===== config.mk =====
export PLATFORM = sky130hd
export DESIGN_NAME = breaker_failure_supervisor
export DESIGN_NICKNAME = d
export VERILOG_FILES = /design/src/bfs_pkg.sv /design/src/breaker_failure_supervisor.sv /design/src/bfs_set_mem.sv
export SDC_FILE = /design/constraint.sdc
export NUM_CORES = 1
export LEC_CHECK = 0
export BUFFER_PORTS_ARGS = -buffer_cell sky130_fd_sc_hd__clkbuf_2
export CAP_MARGIN = 20
export CORE_ASPECT_RATIO = 1.5
export CORE_MARGIN = 2
export CORE_UTILIZATION = 30
export CTS_CLUSTER_SIZE = 28
export DETAILED_ROUTE_END_ITERATION = 6
export HOLD_SLACK_MARGIN = 0.1
export SLEW_MARGIN = 20
export SYNTH_ARGS = -nofsm -noshare
export SYNTH_HDL_FRONTEND = slang
export SYNTH_SLANG_ARGS = --single-unit

===== constraint.sdc =====
create_clock -name clock -period 7.15 [get_ports clock]
set_input_delay 0.715 -clock clock [delete_from_list [all_inputs] [get_ports clock]]
set_output_delay 0.715 -clock clock [all_outputs]
set_load 0.05 [all_outputs]

===== src/bfs_pkg.sv =====
// Package for the breaker failure supervisor: map, fields, types
package bfs_pkg;

  // Register byte offsets
  localparam logic [11:0] OFS_CTRL = 12'h000;
  localparam logic [11:0] OFS_SET_SEL = 12'h004;
  localparam logic [11:0] OFS_SET_BASE = 12'h010;
  localparam logic [11:0] OFS_STATUS = 12'h030;
  localparam logic [11:0] OFS_IRQ_STAT = 12'h034;
  localparam logic [11:0] OFS_IRQ_CLR = 12'h038;
  localparam logic [11:0] OFS_IRQ_EN = 12'h03c;
  localparam logic [11:0] OFS_ACK = 12'h040;

  // Control field positions
  localparam int CTRL_SCHEME_LSB = 0;
  localparam int CTRL_TRIG_LSB = 2;
  localparam int CTRL_ENABLE_BIT = 4;

  // Reset values
  localparam logic [31:0] CTRL_RST = 32'h0000_0000;
  localparam logic [31:0] SET_RST = 32'h0000_0000;
  localparam logic [2:0] IRQ_EN_RST = 3'h0;

  // Parameter set word: threshold in low half, time in ms in high half
  localparam int SET_THR_LSB = 0;
  localparam int SET_TIME_LSB = 16;
  localparam int NUM_SETS = 4;
  localparam int NUM_EXTRA = 3;

  // Timing: one millisecond tick at 40 MHz
  localparam int CLOCK_HZ = 40_000_000;
  localparam int TICK_US = 1000;
  localparam int TICK_CYCLES = CLOCK_HZ / 1_000_000 * TICK_US;

  // Interrupt bit positions
  localparam int IRQ_FAIL_BIT = 0;
  localparam int IRQ_REJECT_BIT = 1;
  localparam int IRQ_START_BIT = 2;

  typedef enum logic [1:0] {
    SCHEME_CURRENT = 2'b00,
    SCHEME_POSITION = 2'b01,
    SCHEME_BOTH = 2'b10
  } scheme_t;

  typedef enum logic [1:0] {
    TRIG_ALL = 2'b00,
    TRIG_EXTERNAL = 2'b01,
    TRIG_CURRENT = 2'b10,
    TRIG_NONE = 2'b11
  } trig_mode_t;

  typedef enum logic [1:0] {
    ST_STANDBY = 2'b00,
    ST_RUNNING = 2'b01,
    ST_REJECTED = 2'b10,
    ST_FAILED = 2'b11
  } sup_state_t;

  // Trip sources assigned to the supervised breaker
  typedef struct packed {
    logic current_trip;
    logic external_trip;
    logic other_trip;
  } trip_group_t;

  // Plant feedback
  typedef struct packed {
    logic current_below;
    logic position_open;
    logic freq_deviates;
  } plant_t;

endpackage


===== src/breaker_failure_supervisor.sv =====
// Breaker failure supervisor with APB registers and interrupt
//
// Operation
// Software selects current, position or combined scheme
// Current scheme: fail if current stays high
// Position scheme: fail if never shown open
// Combined: fail only if both still closed
// Frequency deviation drops current; combined acts positional
// Timer keeps running after trigger drops
// Expiry without opening raises backup trip
// Detected opening stops the timer
// Opening with trigger active enters rejected
// Rejected returns to standby once triggers drop
// Lock with backup trip, held until acknowledged
// Three extra inputs always start supervision
// All-trips mode uses every assigned trip
// External mode uses only external trips
// Current mode uses only current trips
// No-assignment mode uses only extra inputs
// Threshold and time from active set
// Supervision time should exceed clearing sum
// Effective trigger ORed, rising edge starts timer
//
// The APB interface to the registers and the placing of the registers were decided locally.
`timescale 1ns/1ps
module breaker_failure_supervisor
  import bfs_pkg::*;
(
  // Clock and reset
  input wire logic clock,
  input wire logic rst_n,
  // APB slave
  input wire logic psel,
  input wire logic penable,
  input wire logic pwrite,
  input wire logic [11:0] paddr,
  input wire logic [31:0] pwdata,
  output logic [31:0] prdata,
  output logic pready,
  output logic pslverr,
  // Trip sources and plant pins
  input wire trip_group_t trips,
  input wire logic [NUM_EXTRA-1:0] extra_trigger,
  input wire plant_t plant,
  input wire logic [15:0] current_level,
  // Outputs
  output logic backup_trip,
  output logic lock,
  output logic [1:0] state,
  output logic current_threshold_active,
  output logic irq
);

  // Input synchronisers
  logic [5:0] sync1_ff;
  logic [5:0] sync2_ff;
  logic [5:0] raw_in;
  logic [5:0] nxt_sync1;
  logic [5:0] nxt_sync2;

  // Registers
  logic [31:0] ctrl_ff;
  logic [31:0] nxt_ctrl;
  logic [1:0] set_sel_ff;
  logic [1:0] nxt_set_sel;
  logic [2:0] irq_stat_ff;
  logic [2:0] nxt_irq_stat;
  logic [2:0] irq_en_ff;
  logic [2:0] nxt_irq_en;
  logic [31:0] prdata_ff;
  logic [31:0] nxt_prdata;
  logic pslverr_ff;
  logic nxt_pslverr;

  // Supervision state
  sup_state_t state_ff;
  sup_state_t nxt_state;
  logic [15:0] ms_ff;
  logic [15:0] nxt_ms;
  logic [15:0] tick_ff;
  logic [15:0] nxt_tick;
  logic trig_d_ff;
  logic nxt_trig_d;
  logic trip_ff;
  logic nxt_trip;
  logic lock_ff;
  logic nxt_lock;

  // Set memory
  logic [31:0] set_word;
  logic set_wr;
  logic [1:0] set_wr_idx;

  // Decoded helpers
  logic apb_access;
  logic apb_wr;
  logic addr_ok;
  logic ack_wr;
  logic irq_clr_wr;
  logic [2:0] events;
  logic s_cur_below;
  logic s_pos_open;
  logic s_freq_dev;
  logic [NUM_EXTRA-1:0] s_extra;
  logic group_trig;
  logic eff_trig;
  logic opened;
  logic tick;
  logic expired;
  scheme_t scheme;
  trig_mode_t trig_mode;

  // Synchronise the extra triggers and plant pins; trips pass unsynchronised
  assign raw_in = {extra_trigger, plant.current_below, plant.position_open,
                   plant.freq_deviates};

  always_comb begin
    nxt_sync1 = raw_in;
    nxt_sync2 = sync1_ff;
  end

  always_ff @(posedge clock or negedge rst_n) begin
    if (!rst_n) begin
      sync1_ff <= 6'h00;
      sync2_ff <= 6'h00;
    end else begin
      sync1_ff <= nxt_sync1;
      sync2_ff <= nxt_sync2;
    end
  end

  assign s_freq_dev = sync2_ff[0];
  assign s_pos_open = sync2_ff[1];
  assign s_extra = sync2_ff[5:3];

  // Current comparison against active threshold, or pin indication
  assign s_cur_below = sync2_ff[2] |
                       (current_level < set_word[SET_THR_LSB +: 16]);
  assign current_threshold_active = s_cur_below;

  // APB decode
  assign apb_access = psel && penable;
  assign apb_wr = apb_access && pwrite;
  assign addr_ok = (paddr == OFS_CTRL) || (paddr == OFS_SET_SEL) ||
                   (paddr[11:4] == OFS_SET_BASE[11:4]) ||
                   (paddr == OFS_STATUS) || (paddr == OFS_IRQ_STAT) ||
                   (paddr == OFS_IRQ_CLR) || (paddr == OFS_IRQ_EN) ||
                   (paddr == OFS_ACK);
  assign set_wr = apb_wr && (paddr[11:4] == OFS_SET_BASE[11:4]);
  assign set_wr_idx = paddr[3:2];
  assign ack_wr = apb_wr && (paddr == OFS_ACK) && pwdata[0];
  assign irq_clr_wr = apb_wr && (paddr == OFS_IRQ_CLR);
  assign pready = 1'b1;
  assign prdata = prdata_ff;
  assign pslverr = pslverr_ff;

  // Configuration fields
  assign scheme = scheme_t'(ctrl_ff[CTRL_SCHEME_LSB +: 2]);
  assign trig_mode = trig_mode_t'(ctrl_ff[CTRL_TRIG_LSB +: 2]);

  // Parameter sets, read selected by active set
  bfs_set_mem u_sets (
    .clock(clock),
    .rst_n(rst_n),
    .wr_en(set_wr),
    .wr_idx(set_wr_idx),
    .wr_data(pwdata),
    .rd_idx(set_sel_ff),
    .rd_data(set_word)
  );

  // Register file next values
  always_comb begin
    nxt_ctrl = ctrl_ff;
    nxt_set_sel = set_sel_ff;
    nxt_irq_en = irq_en_ff;
    nxt_prdata = prdata_ff;
    nxt_pslverr = 1'b0;
    if (apb_wr && paddr == OFS_CTRL) begin
      nxt_ctrl = {27'h0, pwdata[4:0]};
    end
    if (apb_wr && paddr == OFS_SET_SEL) begin
      nxt_set_sel = pwdata[1:0];
    end
    if (apb_wr && paddr == OFS_IRQ_EN) begin
      nxt_irq_en = pwdata[2:0];
    end
    // Answer latched in the setup cycle so it stands through the access
    if (psel && !penable) begin
      nxt_pslverr = !addr_ok;
      nxt_prdata = 32'h0000_0000;
      if (!pwrite) begin
        case (paddr)
          OFS_CTRL: nxt_prdata = ctrl_ff;
          OFS_SET_SEL: nxt_prdata = {30'h0, set_sel_ff};
          OFS_STATUS: nxt_prdata = {24'h0, s_cur_below, s_pos_open, s_freq_dev,
                                    lock_ff, trip_ff, eff_trig, state_ff};
          OFS_IRQ_STAT: nxt_prdata = {29'h0, irq_stat_ff};
          OFS_IRQ_EN: nxt_prdata = {29'h0, irq_en_ff};
          default: begin
            if (paddr[11:4] == OFS_SET_BASE[11:4] && paddr[3:2] == set_sel_ff) begin
              nxt_prdata = set_word;
            end
          end
        endcase
      end
    end
  end

  always_ff @(posedge clock or negedge rst_n) begin
    if (!rst_n) begin
      ctrl_ff <= CTRL_RST;
      set_sel_ff <= 2'h0;
      irq_en_ff <= IRQ_EN_RST;
      prdata_ff <= 32'h0000_0000;
      pslverr_ff <= 1'b0;
    end else begin
      ctrl_ff <= nxt_ctrl;
      set_sel_ff <= nxt_set_sel;
      irq_en_ff <= nxt_irq_en;
      prdata_ff <= nxt_prdata;
      pslverr_ff <= nxt_pslverr;
    end
  end

  // Trigger selection
  always_comb begin
    case (trig_mode)
      TRIG_ALL: group_trig = |trips;
      TRIG_EXTERNAL: group_trig = trips.external_trip;
      TRIG_CURRENT: group_trig = trips.current_trip;
      TRIG_NONE: group_trig = 1'b0;
      default: group_trig = 1'b0;
    endcase
  end

  assign eff_trig = ctrl_ff[CTRL_ENABLE_BIT] & (group_trig | (|s_extra));

  // Opening detection per scheme
  always_comb begin
    case (scheme)
      SCHEME_CURRENT: opened = s_freq_dev ? 1'b0 : s_cur_below;
      SCHEME_POSITION: opened = s_pos_open;
      SCHEME_BOTH: opened = s_freq_dev ? s_pos_open : (s_cur_below | s_pos_open);
      default: opened = s_pos_open;
    endcase
  end

  assign tick = (tick_ff == 16'(TICK_CYCLES - 1));
  assign expired = (ms_ff >= set_word[SET_TIME_LSB +: 16]);

  // Supervision state machine next values
  always_comb begin
    nxt_state = state_ff;
    nxt_ms = ms_ff;
    nxt_tick = tick ? 16'h0000 : tick_ff + 16'h0001;
    nxt_trig_d = eff_trig;
    nxt_trip = 1'b0;
    nxt_lock = lock_ff;
    case (state_ff)
      ST_STANDBY: begin
        nxt_ms = 16'h0000;
        nxt_tick = 16'h0000;
        if (eff_trig && !trig_d_ff) begin
          nxt_state = ST_RUNNING;
        end
      end
      ST_RUNNING: begin
        if (tick) begin
          nxt_ms = ms_ff + 16'h0001;
        end
        if (opened) begin
          nxt_state = eff_trig ? ST_REJECTED : ST_STANDBY;
        end else if (expired) begin
          nxt_state = ST_FAILED;
          nxt_trip = 1'b1;
          nxt_lock = 1'b1;
        end
      end
      ST_REJECTED: begin
        if (!eff_trig) begin
          nxt_state = ST_STANDBY;
        end
      end
      ST_FAILED: begin
        nxt_trip = 1'b1;
        if (!eff_trig || opened) begin
          nxt_state = ST_STANDBY;
          nxt_trip = 1'b0;
        end
      end
      default: nxt_state = ST_STANDBY;
    endcase
    if (ack_wr && !nxt_trip) begin
      nxt_lock = 1'b0;
    end
  end

  always_ff @(posedge clock or negedge rst_n) begin
    if (!rst_n) begin
      state_ff <= ST_STANDBY;
      ms_ff <= 16'h0000;
      tick_ff <= 16'h0000;
      trig_d_ff <= 1'b0;
      trip_ff <= 1'b0;
      lock_ff <= 1'b0;
    end else begin
      state_ff <= nxt_state;
      ms_ff <= nxt_ms;
      tick_ff <= nxt_tick;
      trig_d_ff <= nxt_trig_d;
      trip_ff <= nxt_trip;
      lock_ff <= nxt_lock;
    end
  end

  // Sticky interrupt status, set beats clear
  assign events[IRQ_FAIL_BIT] = (state_ff == ST_RUNNING) && (nxt_state == ST_FAILED);
  assign events[IRQ_REJECT_BIT] = (state_ff == ST_RUNNING) && (nxt_state == ST_REJECTED);
  assign events[IRQ_START_BIT] = (state_ff == ST_STANDBY) && (nxt_state == ST_RUNNING);

  always_comb begin
    nxt_irq_stat = irq_stat_ff;
    if (irq_clr_wr) begin
      nxt_irq_stat = irq_stat_ff & ~pwdata[2:0];
    end
    nxt_irq_stat = nxt_irq_stat | events;
  end

  always_ff @(posedge clock or negedge rst_n) begin
    if (!rst_n) begin
      irq_stat_ff <= 3'h0;
    end else begin
      irq_stat_ff <= nxt_irq_stat;
    end
  end

  // Outputs
  assign irq = |(irq_stat_ff & irq_en_ff);
  assign backup_trip = trip_ff;
  assign lock = lock_ff;
  assign state = state_ff;

endmodule


===== src/bfs_set_mem.sv =====
// Four-entry parameter set memory with registered read
`timescale 1ns/1ps
module bfs_set_mem
  import bfs_pkg::*;
(
  // Clock and reset
  input wire logic clock,
  input wire logic rst_n,
  // Write port
  input wire logic wr_en,
  input wire logic [1:0] wr_idx,
  input wire logic [31:0] wr_data,
  // Read port
  input wire logic [1:0] rd_idx,
  output logic [31:0] rd_data
);

  logic [31:0] mem_ff [NUM_SETS];
  logic [31:0] nxt_mem [NUM_SETS];
  logic [31:0] rd_data_ff;
  logic [31:0] nxt_rd_data;

  // Next value of each entry
  genvar gi;
  generate
    for (gi = 0; gi < NUM_SETS; gi++) begin : g_ent
      always_comb begin
        nxt_mem[gi] = (wr_en && wr_idx == 2'(gi)) ? wr_data : mem_ff[gi];
      end
      always_ff @(posedge clock or negedge rst_n) begin
        if (!rst_n) begin
          mem_ff[gi] <= SET_RST;
        end else begin
          mem_ff[gi] <= nxt_mem[gi];
        end
      end
    end
  endgenerate

  // Registered read
  always_comb begin
    nxt_rd_data = mem_ff[rd_idx];
  end

  always_ff @(posedge clock or negedge rst_n) begin
    if (!rst_n) begin
      rd_data_ff <= SET_RST;
    end else begin
      rd_data_ff <= nxt_rd_data;
    end
  end

  assign rd_data = rd_data_ff;

endmodule


; After elaboration in Yosys (flattened, before gate mapping)
; Cells that the tools add are included.
; Widths: inputs -> output; s select.
[totals]
reg_bits = 255
in_bits = 74
word_cells = 134
[classes]
add_sub_neg = 2
order_cmp = 3
eq_ne = 24
n_mux = 31
bitwise_logic = 9
n_reduce_logical = 46
[ops]
columns = operator, count
row1 = $pmux 32 s5, 1
row2 = $mux 32, 4
row3 = $bmux 32 s2, 1
row4 = $eq 12x6->1 const B, 4
row5 = $mux 16, 3
row6 = $add 16x1->16 const B, 2
row7 = $pmux 16 s2, 1
row8 = $logic_and 1x1->1, 20
row9 = $eq 2x2->1 const B, 9
row10 = $eq 16x16->1 const B, 1
row11 = $ge 16x16->1, 1
row12 = $lt 16x16->1, 1
row13 = $eq 12x3->1 const B, 1
row14 = $eq 12x7->1 const B, 1
row15 = $logic_not 12->1, 1
row16 = $mux 2, 6
row17 = $mux 1, 10
row18 = $reduce_or 3->1, 3
row19 = $eq 2x1->1 const B, 4
row20 = $eq 8x1->1 const B, 1
row21 = $logic_not 2->1, 4
row22 = $logic_or 1x1->1, 8
row23 = $pmux 2 s4, 1
row24 = $and 3x3->3, 2
row25 = other kinds (16), 25

; Logic depth before layout (Yosys ltp)
; Gate-level depths: netlist (run 1).
[depth]
ltp_word = 12
depth_mapped = 8
depth_no_buf = 8

; By module
; Synthesis (run 1) repeated with hierarchy kept, for this count alone.
[unflattened]
cells_unflattened = 835
area_unflattened_um2 = 11312.1
[by_module_without_submodules]
columns = module, n_inst, cells_each, area_each_um2
row1 = bfs_set_mem, 1, 343, 6304.8
row2 = breaker_failure_supervisor, 1, 492, 5007.3

; Worst setup path before layout (run 1)
; Ideal clock, no wire load.
[synth_path]
kind = input-to-output
from = in current_level[13]
to = out current_threshold_active
arrival_time_ps = 2379
t_required_ps = 6435
slack_ps = 4056
stages = 5
path_buffers = 0
path_cell_list = ha_1 > a21oi_1 > o21ai_0 > or3_1 > o21bai_1
[synth_via]
elab_chain_cells = 2
[synth_rtl]
columns = element, line_no
row1 = from (decl), breaker_failure_supervisor.sv:45  ; input wire logic [15:0] current_level,
row2 = $lt 16x16->1, breaker_failure_supervisor.sv:138  ; (current_level < set_word[SET_THR_LSB +: 16]);
row3 = $or 1x1->1, breaker_failure_supervisor.sv:137  ; assign s_cur_below = sync2_ff[2] |
row4 = to (decl), breaker_failure_supervisor.sv:50  ; output logic current_threshold_active,
; Every way passes these cells.

; Final worst setup path (run 1)
[layout_path]
from = reg u_sets.rd_data_ff[15] (netlist: u_sets.rd_data[15])
to = out current_threshold_active
[layout_via]
elab_chain_cells = 2
[layout_rtl]
columns = element, line_no
row1 = from (decl), bfs_set_mem.sv:20  ; logic [31:0] rd_data_ff;
row2 = from (signal assigned), bfs_set_mem.sv:49  ; rd_data_ff <= nxt_rd_data;
row3 = $lt 16x16->1, breaker_failure_supervisor.sv:138
row4 = $or 1x1->1, breaker_failure_supervisor.sv:137
; Every way passes these cells.

==> results.toml, run 1 <==
[clocking]
cts_max_level = 1
worstSkewPairLatency_ps = 550
cts_tree = "yes"
postCtsSetupBuffers = 0
cts_hold_buf = 0
cts_sinks = 255
cts-root-buf = "clkbuf_16"
cts_buffers = 25
path_clk_slew_ps = 70
post_cts_resized = 0
cts_buffer_depth = 3

[route]
routed_wl_mm = 27.4
wl_per_cell_um = 18.6
via_count = 7185
antenna_left = 0
drc = 0
firstDrtPassIters = 5
vias_per_cell = 4.88
drtIter0Drc = 499

[logic_synthesis]
synth-xor-area-share_pct = 1.77
ys_seq_area_share_pct = 56.1
syn_inst = 856
muxShareOfSynthArea_pct = 20.8
synth_flop_cell = "dfrtp_1"
synth_edf_count = 0
syn-num-nets = 963
ys.warnings.count = 0
synth_cell_type_count = 64
synth-compound-area-share_pct = 6.96
synth_top_family_by_area = "multiplexers"
synthTopCellsByArea = "dfrtp_1 (56%), mux2_2 (14%), mux4_2 (6.3%)"
async_flop_share_pct = 100
ys_ff_latch = 255
synth_area_um2 = 11400
avgSynthCellArea_um2 = 13.3
synthAdderAreaFrac_pct = 3.63
yosysTopAreaCell = "dfrtp_1"
synthSimpleGateAreaFrac_pct = 7.88
synth.top_cell.area_share_pct = 56.1

[timing]
rsz0062_at_grt = "false"
hold_viol_final = 0
finalSetupTns_ps = 0
maxSlewViolCount = 0
setup_violations = 0
slew_headroom_pct = 38.2
period_share_pct = 50.5
max_freq_mhz = 277
tightest_slew_ps = 924
worst_clock_skew_ps = 24.0
fin_crit_ps = 3610

[die]
die_y_um = 243
start_util_pct = 30.3
die_x_um = 163
core_area_um2 = 37600
fp.dieArea_um2 = 39500
pin_count = 114
fp-row-count = 87

[run]
maxCapViolations = 0

[power]
clockPowerShare_pct = 48.0
power_frac_seq_pct = 48.4
vdd_drop_max_uv = 152
p_per_area_nw_per_um2 = 224
switching_share_pct = 22.1
power_mw = 3.01
combPwrFrac_pct = 3.6
p_int_mw = 2.34
leakagePower_nw = 6.45
p_sw_mw = 0.664

[setup_path]
cp.required_ps = 6430
crit_type = "reg2out"
startpoint_type = "flop"
r2r_cells = 6
critPathMaxFanout = 4
end_kind = "output port"
worst_ep_arrival_time_ps = 2900
r2r_start = "state[1]"
rr_endpoint = "ms_ff[15]"
reg2reg_slack_ps = 4240

[global_routing]
grt_pass1_vias = 7691
grt_max_degree = 142
antenna_found_initial = 1
grt_pass1_wl_mm = 43.5
grtUsageTotal_pct = 14.2
grt.overflow.total = 0

[place]
hpwlAfterDp_mm = 18.6
place.gp.congestion = 0.839
portBuffers = 112

[final_layout]
final_cell_mix = "dfrtp_1 (254), mux2_2 (141), clkbuf_2 (111)"
layout-drive-gt1-share_pct = 35.6
multi_input_area_um2 = 4690
fillerInstances = 3658
area_delta_synth_final_pct = 17.9
register_area_um2 = 6380
final_nets = 1070
layout_commonest_cell = "dfrtp_1"
utilization_pct = 35.7

[outcome]
status = "complete, no violations"

[min_path]
worst_hold_path_type = "in2async"
[power groups by stage]
stage	registers (mW)	clock network [mW]	logic [mW]
global route	1.45	1.54	0.121
floorplan	1.48	0	0.0341
global placement	1.48	0	0.109
CTS	1.45	1.48	0.111
detailed placement	1.48	0	0.111
finish	1.46	1.44	0.107
[through the flow]
step	hold WS (ps)	cell area (µm²)	setup slack (ps)	instances
floorplan	331	11400	4060	856
global placement	332	12500	3630	1424
global route	245	13400	3360	1471
detailed placement	335	12500	3620	1424
finish	252	13400	3540	1471
CTS	237	13400	3500	1469
[worst max path at each step]
stage / startpoint / endpoint / depth (start not counted) / slack, ps
after global placement: current_level[13] / state[1] / 8 / 3630
after global routing: u_sets.rd_data[15] / current_threshold_active / 7 / 3360
after floorplan: current_level[13] / current_threshold_active / 5 / 4060
final: u_sets.rd_data[15] / current_threshold_active / 7 / 3540
after detailed placement: paddr[9] / u_sets.mem_ff[31] / 6 / 3620
after CTS: u_sets.rd_data[13] / current_threshold_active / 7 / 3500
[cell type report]
| cell class | count | share of cell area [%] |
|---|---|---|
| Clock inverter | 14 | 1.60 |
| Inverter | 42 | 1.17 |
| Timing Repair Buffer | 122 | 5.05 |
| Antenna cell | 1 | 0.0186 |
| Multi-Input combinational cell | 517 | 35.0 |
| Clock buffer | 31 | 5.05 |
| Sequential cell | 255 | 47.6 |
| Tap cell | 489 | 4.56 |
[cell families (layout without fill, tap and decap cells)]
group / count (synthesis) / in the layout
fa+ha+maj: 33 / 33
simple gates: 167 / 167
xor+xnor: 23 / 23
compound gates: 114 / 114
flops: 255 / 255
mux: 179 / 179
other cells: 1 / 2
buf+inv: 84 / 209
[sequential cells by signal, indices dropped and copies added (netlist names)]
register        count
ctrl_ff             5
u_sets.rd_data     32
ms_ff              16
state               2
set_sel_ff          2
backup_trip         1
lock                1
tick_ff            16
irq_stat_ff         3
nxt_sync2           6
prdata             32
irq_en_ff           3
sync2_ff            6
pslverr             1
trig_d_ff           1
u_sets.mem_ff     128
[critical path, stage by stage (launching register included)]
cell and delay [ps]:
dfrtp_1 350, inv_1 50, ha_1 300, nand4_1 310, a2111o_1 450, o32ai_1 400
o21bai_1 200, clkbuf_2 280
[layer usage]
metal	up-vias	GRT usage [%]	share of wire, %
li1	3319	-	-
met1	3678	17.1	40
met2	147	25.3	53
met3	41	1.69	4.2
met4	0	5.75	3.2
met5	-	0	0
[cells in the mapped netlist (all sizes together) (2+ instances only)]
cell,instances
nand2,42
mux4,32
o21bai,5
or2,2
or3,6
nor2b,4
nand4,13
ha,33
mux2i,6
nand4b,2
nand3,8
and4,4
a21o,4
xnor2,4
inv,42
a31oi,2
o21a,3
a32o,4
and3,8
buf,17
nor3b,3
nor4,3
dfrtp,255
nor2,42
a22o,25
o21ai,23
o22ai,4
clkbuf,25
mux2,141
a21oi,26
xor2,19
or4,4
nor3,16
a22oi,5
nand2b,4
Note: power is estimated with default switching activity, not from simulation.
==> run 2, diff against run 1 <==
Clock period 7.15 ns to 3.7 ns, I/O delays scaled along.
==> run 2 against run 1 <==
  * Non-clock buffer count up 15
  * Critical path depth did not move
  * Count of clock-buffer cells in the layout rose by 4
  * Design area is 0.88% higher
  * Hold slack got worse by 140 ps
  * First-iteration DRC count shrank 32%
  * Combinational power is 110% higher
  * Worst setup slack got worse by 3200 ps
  * Die area unchanged
  * Sequential power up 92%
  * Routed wire length up 1.1%
==> results.toml, run 2 (synthesis gave the netlist of run 1 again) <==
[outcome]
status = "complete, no violations"

[final_layout]
area_delta_synth_final_pct = 18.9
final_nets = 1085
register_area_um2 = 6380
layout-drive-gt1-share_pct = 35.7
multi_input_area_um2 = 4690
fillerInstances = 3645
final_cell_mix = "dfrtp_1 (254), mux2_2 (141), clkbuf_2 (111)"
layout_commonest_cell = "dfrtp_1"
largest-register = "u_sets.mem_ff"
largest_reg_flops = 128
instances_no_fill = 1487
stdcell_area_um2 = 13500

[place]
place.gp.congestion = 0.827
portBuffers = 112
dp.cells = 1432
placed_area_um2 = 12600
hpwlAfterDp_mm = 19.6

[clocking]
cts_buffer_depth = 3
cts_buffers = 25
worstSkewPairLatency_ps = 530
cts-root-buf = "clkbuf_16"
cts_sinks = 255
cts_max_level = 1
path_clk_slew_ps = 60
postCtsSetupBuffers = 0
cts_tree = "yes"

[timing]
worst_clock_skew_ps = 12.9
hold_viol_final = 0
finalSetupTns_ps = 0
period_share_pct = 89.6
tightest_slew_ps = 897
slew_headroom_pct = 39.5
maxSlewViolCount = 0
max_freq_mhz = 302
rsz0062_at_grt = "false"
setup_violations = 0
fin_crit_ps = 3310

[route]
vias_per_cell = 4.91
drtIter0Drc = 341
via_count = 7301
antenna_left = 0
wl_per_cell_um = 18.6
drc = 0
routed_wl_mm = 27.7
firstDrtPassIters = 4

[power]
leakagePower_nw = 6.51
power_mw = 5.70
p_per_area_nw_per_um2 = 421
vdd_drop_max_uv = 273

[global_routing]
antenna_found_initial = 2
grt_max_degree = 128
grtUsageTotal_pct = 14.3
grt.overflow.total = 0
grt_pass1_vias = 8062
grt_pass1_wl_mm = 44.4

[setup_path]
worst_ep_arrival_time_ps = 2940
startpoint_type = "flop"
reg2reg_slack_ps = 880
cp.required_ps = 3330
crit_end = "current_threshold_active"
critPathLaunch = "u_sets.rd_data[15]"
r2r_cells = 8
r2r_start = "u_sets.rd_data[15]"
critPathMaxFanout = 4
rr_endpoint = "lock"
end_kind = "output port"
crit_type = "reg2out"

[die]
core_area_um2 = 37600
pin_count = 114
start_util_pct = 30.3
die_x_um = 163
fp.dieArea_um2 = 39500
fp-row-count = 87
die_y_um = 243

[run]
maxCapViolations = 0

[min_path]
worst_hold_path_type = "in2reg"
-- run 2: cell count changes in the layout (fill, tap and decap cells not counted), moves of 2 or more --
cell / previous run / this run
buf_12: 1 / 3
bufinv_16: 5 / 3
clkinvlp_4: 2 / 0
buf_4: 8 / 14
clkbuf_8: 3 / 6
dlygate4sd3_1: 0 / 7
diode_2: 1 / 3
-- run 2: repair_timing --
item                      CTS  global route
resized for setup           0             0
hold buffers                7             0
hold endpoints to repair  129             0
-- run 2: area by class of cell --
type / count / area share, %
Multi-Input combinational cell: 517 / 34.7
Inverter: 42 / 1.16
Antenna cell: 3 / 0.0555
Clock buffer: 35 / 5.34
Timing Repair Buffer: 137 / 6.16
Tap cell: 489 / 4.52
Sequential cell: 255 / 47.2
Clock inverter: 9 / 0.943
-- run 2: critical path, cell delays in order (launching register included) --
cell and delay, ps:
dfrtp_1 350, inv_1 50, ha_1 300, nand4_1 300, a2111o_1 440, o32ai_1 440, o21bai_1 240, clkbuf_2 290
-- run 2: metrics by stage --
stage,setup WS (ps),utilization [%],hold slack [ps]
after floorplan,1190,-,74.4
after global placement,681,33.5,333
after detailed placement,643,33.5,335
after CTS,388,35.9,101
after global routing,299,36.0,116
final,385,36.0,117
-- run 2: how the worst min path moves through the flow --
stage | startpoint | depth (start not counted) | to
final | pwdata[11] | 2 | u_sets.mem_ff[75]
after global routing | pwdata[15] | 2 | u_sets.mem_ff[111]
after CTS | pwdata[11] | 2 | u_sets.mem_ff[75]
after detailed placement | nxt_sync2[2] | 0 | sync2_ff[2]
after global placement | nxt_sync2[3] | 0 | sync2_ff[3]
after floorplan | rst_n | 0 | backup_trip
-- run 2: power breakdown --
group / internal [mW] / switching, mW
logic: 0.0732 / 0.152
clock network: 1.57 / 1.09
registers: 2.80 / 0.00879
-- run 2: metal layers --
metal,global-route usage (%),vias to the layer above,routed length (µm)
met5,0,-,0
met4,7.37,0,1330
met3,2.00,64,1060
met2,25.8,144,14600
met1,16.4,3743,10800
li1,-,3350,-
==> run 3, diff against run 2 <==
Clock period 3.7 ns to 3.35 ns, I/O delays scaled along.
==> run 3 against run 2 <==
  * Non-clock buffer count increased by 25
  * Largest cell class unchanged
  * Sequential power rose by 11%
  * Critical path type unchanged
  * Core utilization rose by 0.86 points
  * First-iteration DRC count grew 33%
==> results.toml, run 3 (synthesis gave the netlist of run 1 again) <==
[die]
fp.dieArea_um2 = 39500
fp-row-count = 87
core_area_um2 = 37600
start_util_pct = 30.3
die_y_um = 243
die_x_um = 163
pin_count = 114

[global_routing]
grt_pass1_vias = 7963
grt_pass1_wl_mm = 44.6
grt_max_degree = 71
grtUsageTotal_pct = 14.4
antenna_found_initial = 0
grt.overflow.total = 0

[clocking]
cts_tree = "yes"
worstSkewPairLatency_ps = 540
path_clk_slew_ps = 70
postCtsSetupBuffers = 0
cts_buffer_depth = 3
cts_max_level = 1
cts_buffers = 26
cts_sinks = 255
cts-root-buf = "clkbuf_16"

[setup_path]
max_stage_delay_ps = 470
startpoint_type = "flop"
reg2reg_slack_ps = 560
rr_endpoint = "lock"
crit_type = "reg2out"
r2r_start = "u_sets.rd_data[13]"
critPathMaxFanout = 4
worstPathCellList = "inv_1 > ha_1 > nand4_1 > a2111o_1 > o32ai_2 > o21bai_1 > buf_2"
end_kind = "output port"
crit_buf_inv = 2
critPathLaunch = "u_sets.rd_data[15]"
cp.depth = 7
slowest_stage = "a2111o_1"
worst_ep_arrival_time_ps = 2830
r2r_cells = 8
path_delay_family = "compound AO/OA/AOI/OAI gates"
cp.required_ps = 3010

[timing]
rsz0062_at_grt = "false"
hold_viol_final = 0
slew_headroom_pct = 40.2
setup_violations = 0
max_freq_mhz = 315
maxSlewViolCount = 0
worst_clock_skew_ps = 24.9
setup_ws_ps = 180
fin_crit_ps = 3170
period_share_pct = 94.6
finalSetupTns_ps = 0
tightest_slew_ps = 885

[final_layout]
multi_input_area_um2 = 4700
largest-register = "u_sets.mem_ff"
antennaDiodeCount = 0
instances_no_fill = 1513
utilization_pct = 36.9
register_area_um2 = 6380
fillerInstances = 3572
area_delta_synth_final_pct = 21.8
final_cell_mix = "dfrtp_1 (254), mux2_2 (141), clkbuf_2 (110)"
final_nets = 1111
largest_reg_flops = 128
layout_commonest_cell = "dfrtp_1"
layout-drive-gt1-share_pct = 35.4

[power]
p_per_area_nw_per_um2 = 475
leakagePower_nw = 6.66
vdd_drop_max_uv = 388

[route]
firstDrtPassIters = 5
routed_wl_mm = 28.0
via_count = 7427
drc = 0
antenna_left = 0
drtIter0Drc = 454
wl_per_cell_um = 18.5
vias_per_cell = 4.91

[min_path]
min-delay-start = "pwdata[25]"
worst_hold_path_type = "in2reg"
worst_hold_path.endpoint = "u_sets.mem_ff[57]"
whs_path_depth = 2

[place]
hpwlAfterDp_mm = 19.1
dp.cells = 1432
place.gp.congestion = 0.840
portBuffers = 112
post-place-ws_ps = 429

[run]
maxCapViolations = 0

[outcome]
status = "complete, no violations"
==> run 3: changes by cell type in the layout (fill, tap and decap cells not counted), sizes merged <==
cell and change:
clkinvlp +2, clkbuf -7, diode -3, clkinv +6, dlygate4sd3 +26, inv -1, bufinv +3
==> run 3: where the power goes <==
part / internal [mW] / leakage, nW / switching (mW)
logic: 0.0974 / 2.66 / 0.172
clock network: 1.96 / 0.470 / 1.25
registers: 3.10 / 3.53 / 0.00950
total: 5.15 / 6.66 / 1.44
==> run 3: worst max path at each step <==
stage	endpoint	slack, ps
final	current_threshold_active	180
after global placement	current_threshold_active	490
after CTS	current_threshold_active	110
after floorplan	irq_en_ff[1]	870
after global routing	current_threshold_active	7
after detailed placement	lock	430
==> run 3: final cells by class <==
class / count / share of cell area [%]
Sequential cell: 255 / 46.1
Multi-Input combinational cell: 517 / 33.9
Timing Repair Buffer: 162 / 7.60
Clock buffer: 29 / 5.00
Tap cell: 489 / 4.41
Clock inverter: 19 / 1.89
Inverter: 42 / 1.14
==> run 3: routing by layer <==
metal | up-vias | share of wire, % | GRT usage, %
met5 | - | 0 | 0
met4 | 0 | 3.1 | 5.86
met3 | 47 | 3.4 | 1.78
met2 | 152 | 54 | 26.5
met1 | 3826 | 39 | 16.8
li1 | 3402 | - | -
==> run 3: worst register-to-register path, delay by kind of cell (launching register included) <==
kind                       cells  cell delay, ps
adders and majority gates      1             290
AOI/OAI and AO/OA              5            1520
DFF                            1             350
and+or+nand+nor                1             450
buffers and inverters          1              60
==> run 3: stage by stage <==
step	hold slack, ps	instance area [µm²]	power (mW)
2_1_floorplan	39.4	11400	3.24
3_3_place_gp	331	12600	3.40
3_5_place_dp	336	12600	3.41
4_1_cts	106	13900	6.68
5_1_grt	109	13900	6.82
6_report	120	13900	6.59
==> run 3: timing repair <==
action	CTS	global route
pin swaps	0	1
hold endpoints to repair	178	0
resized for setup	1	1
setup endpoints to repair	1	1
hold buffers	33	0
cloned	0	0
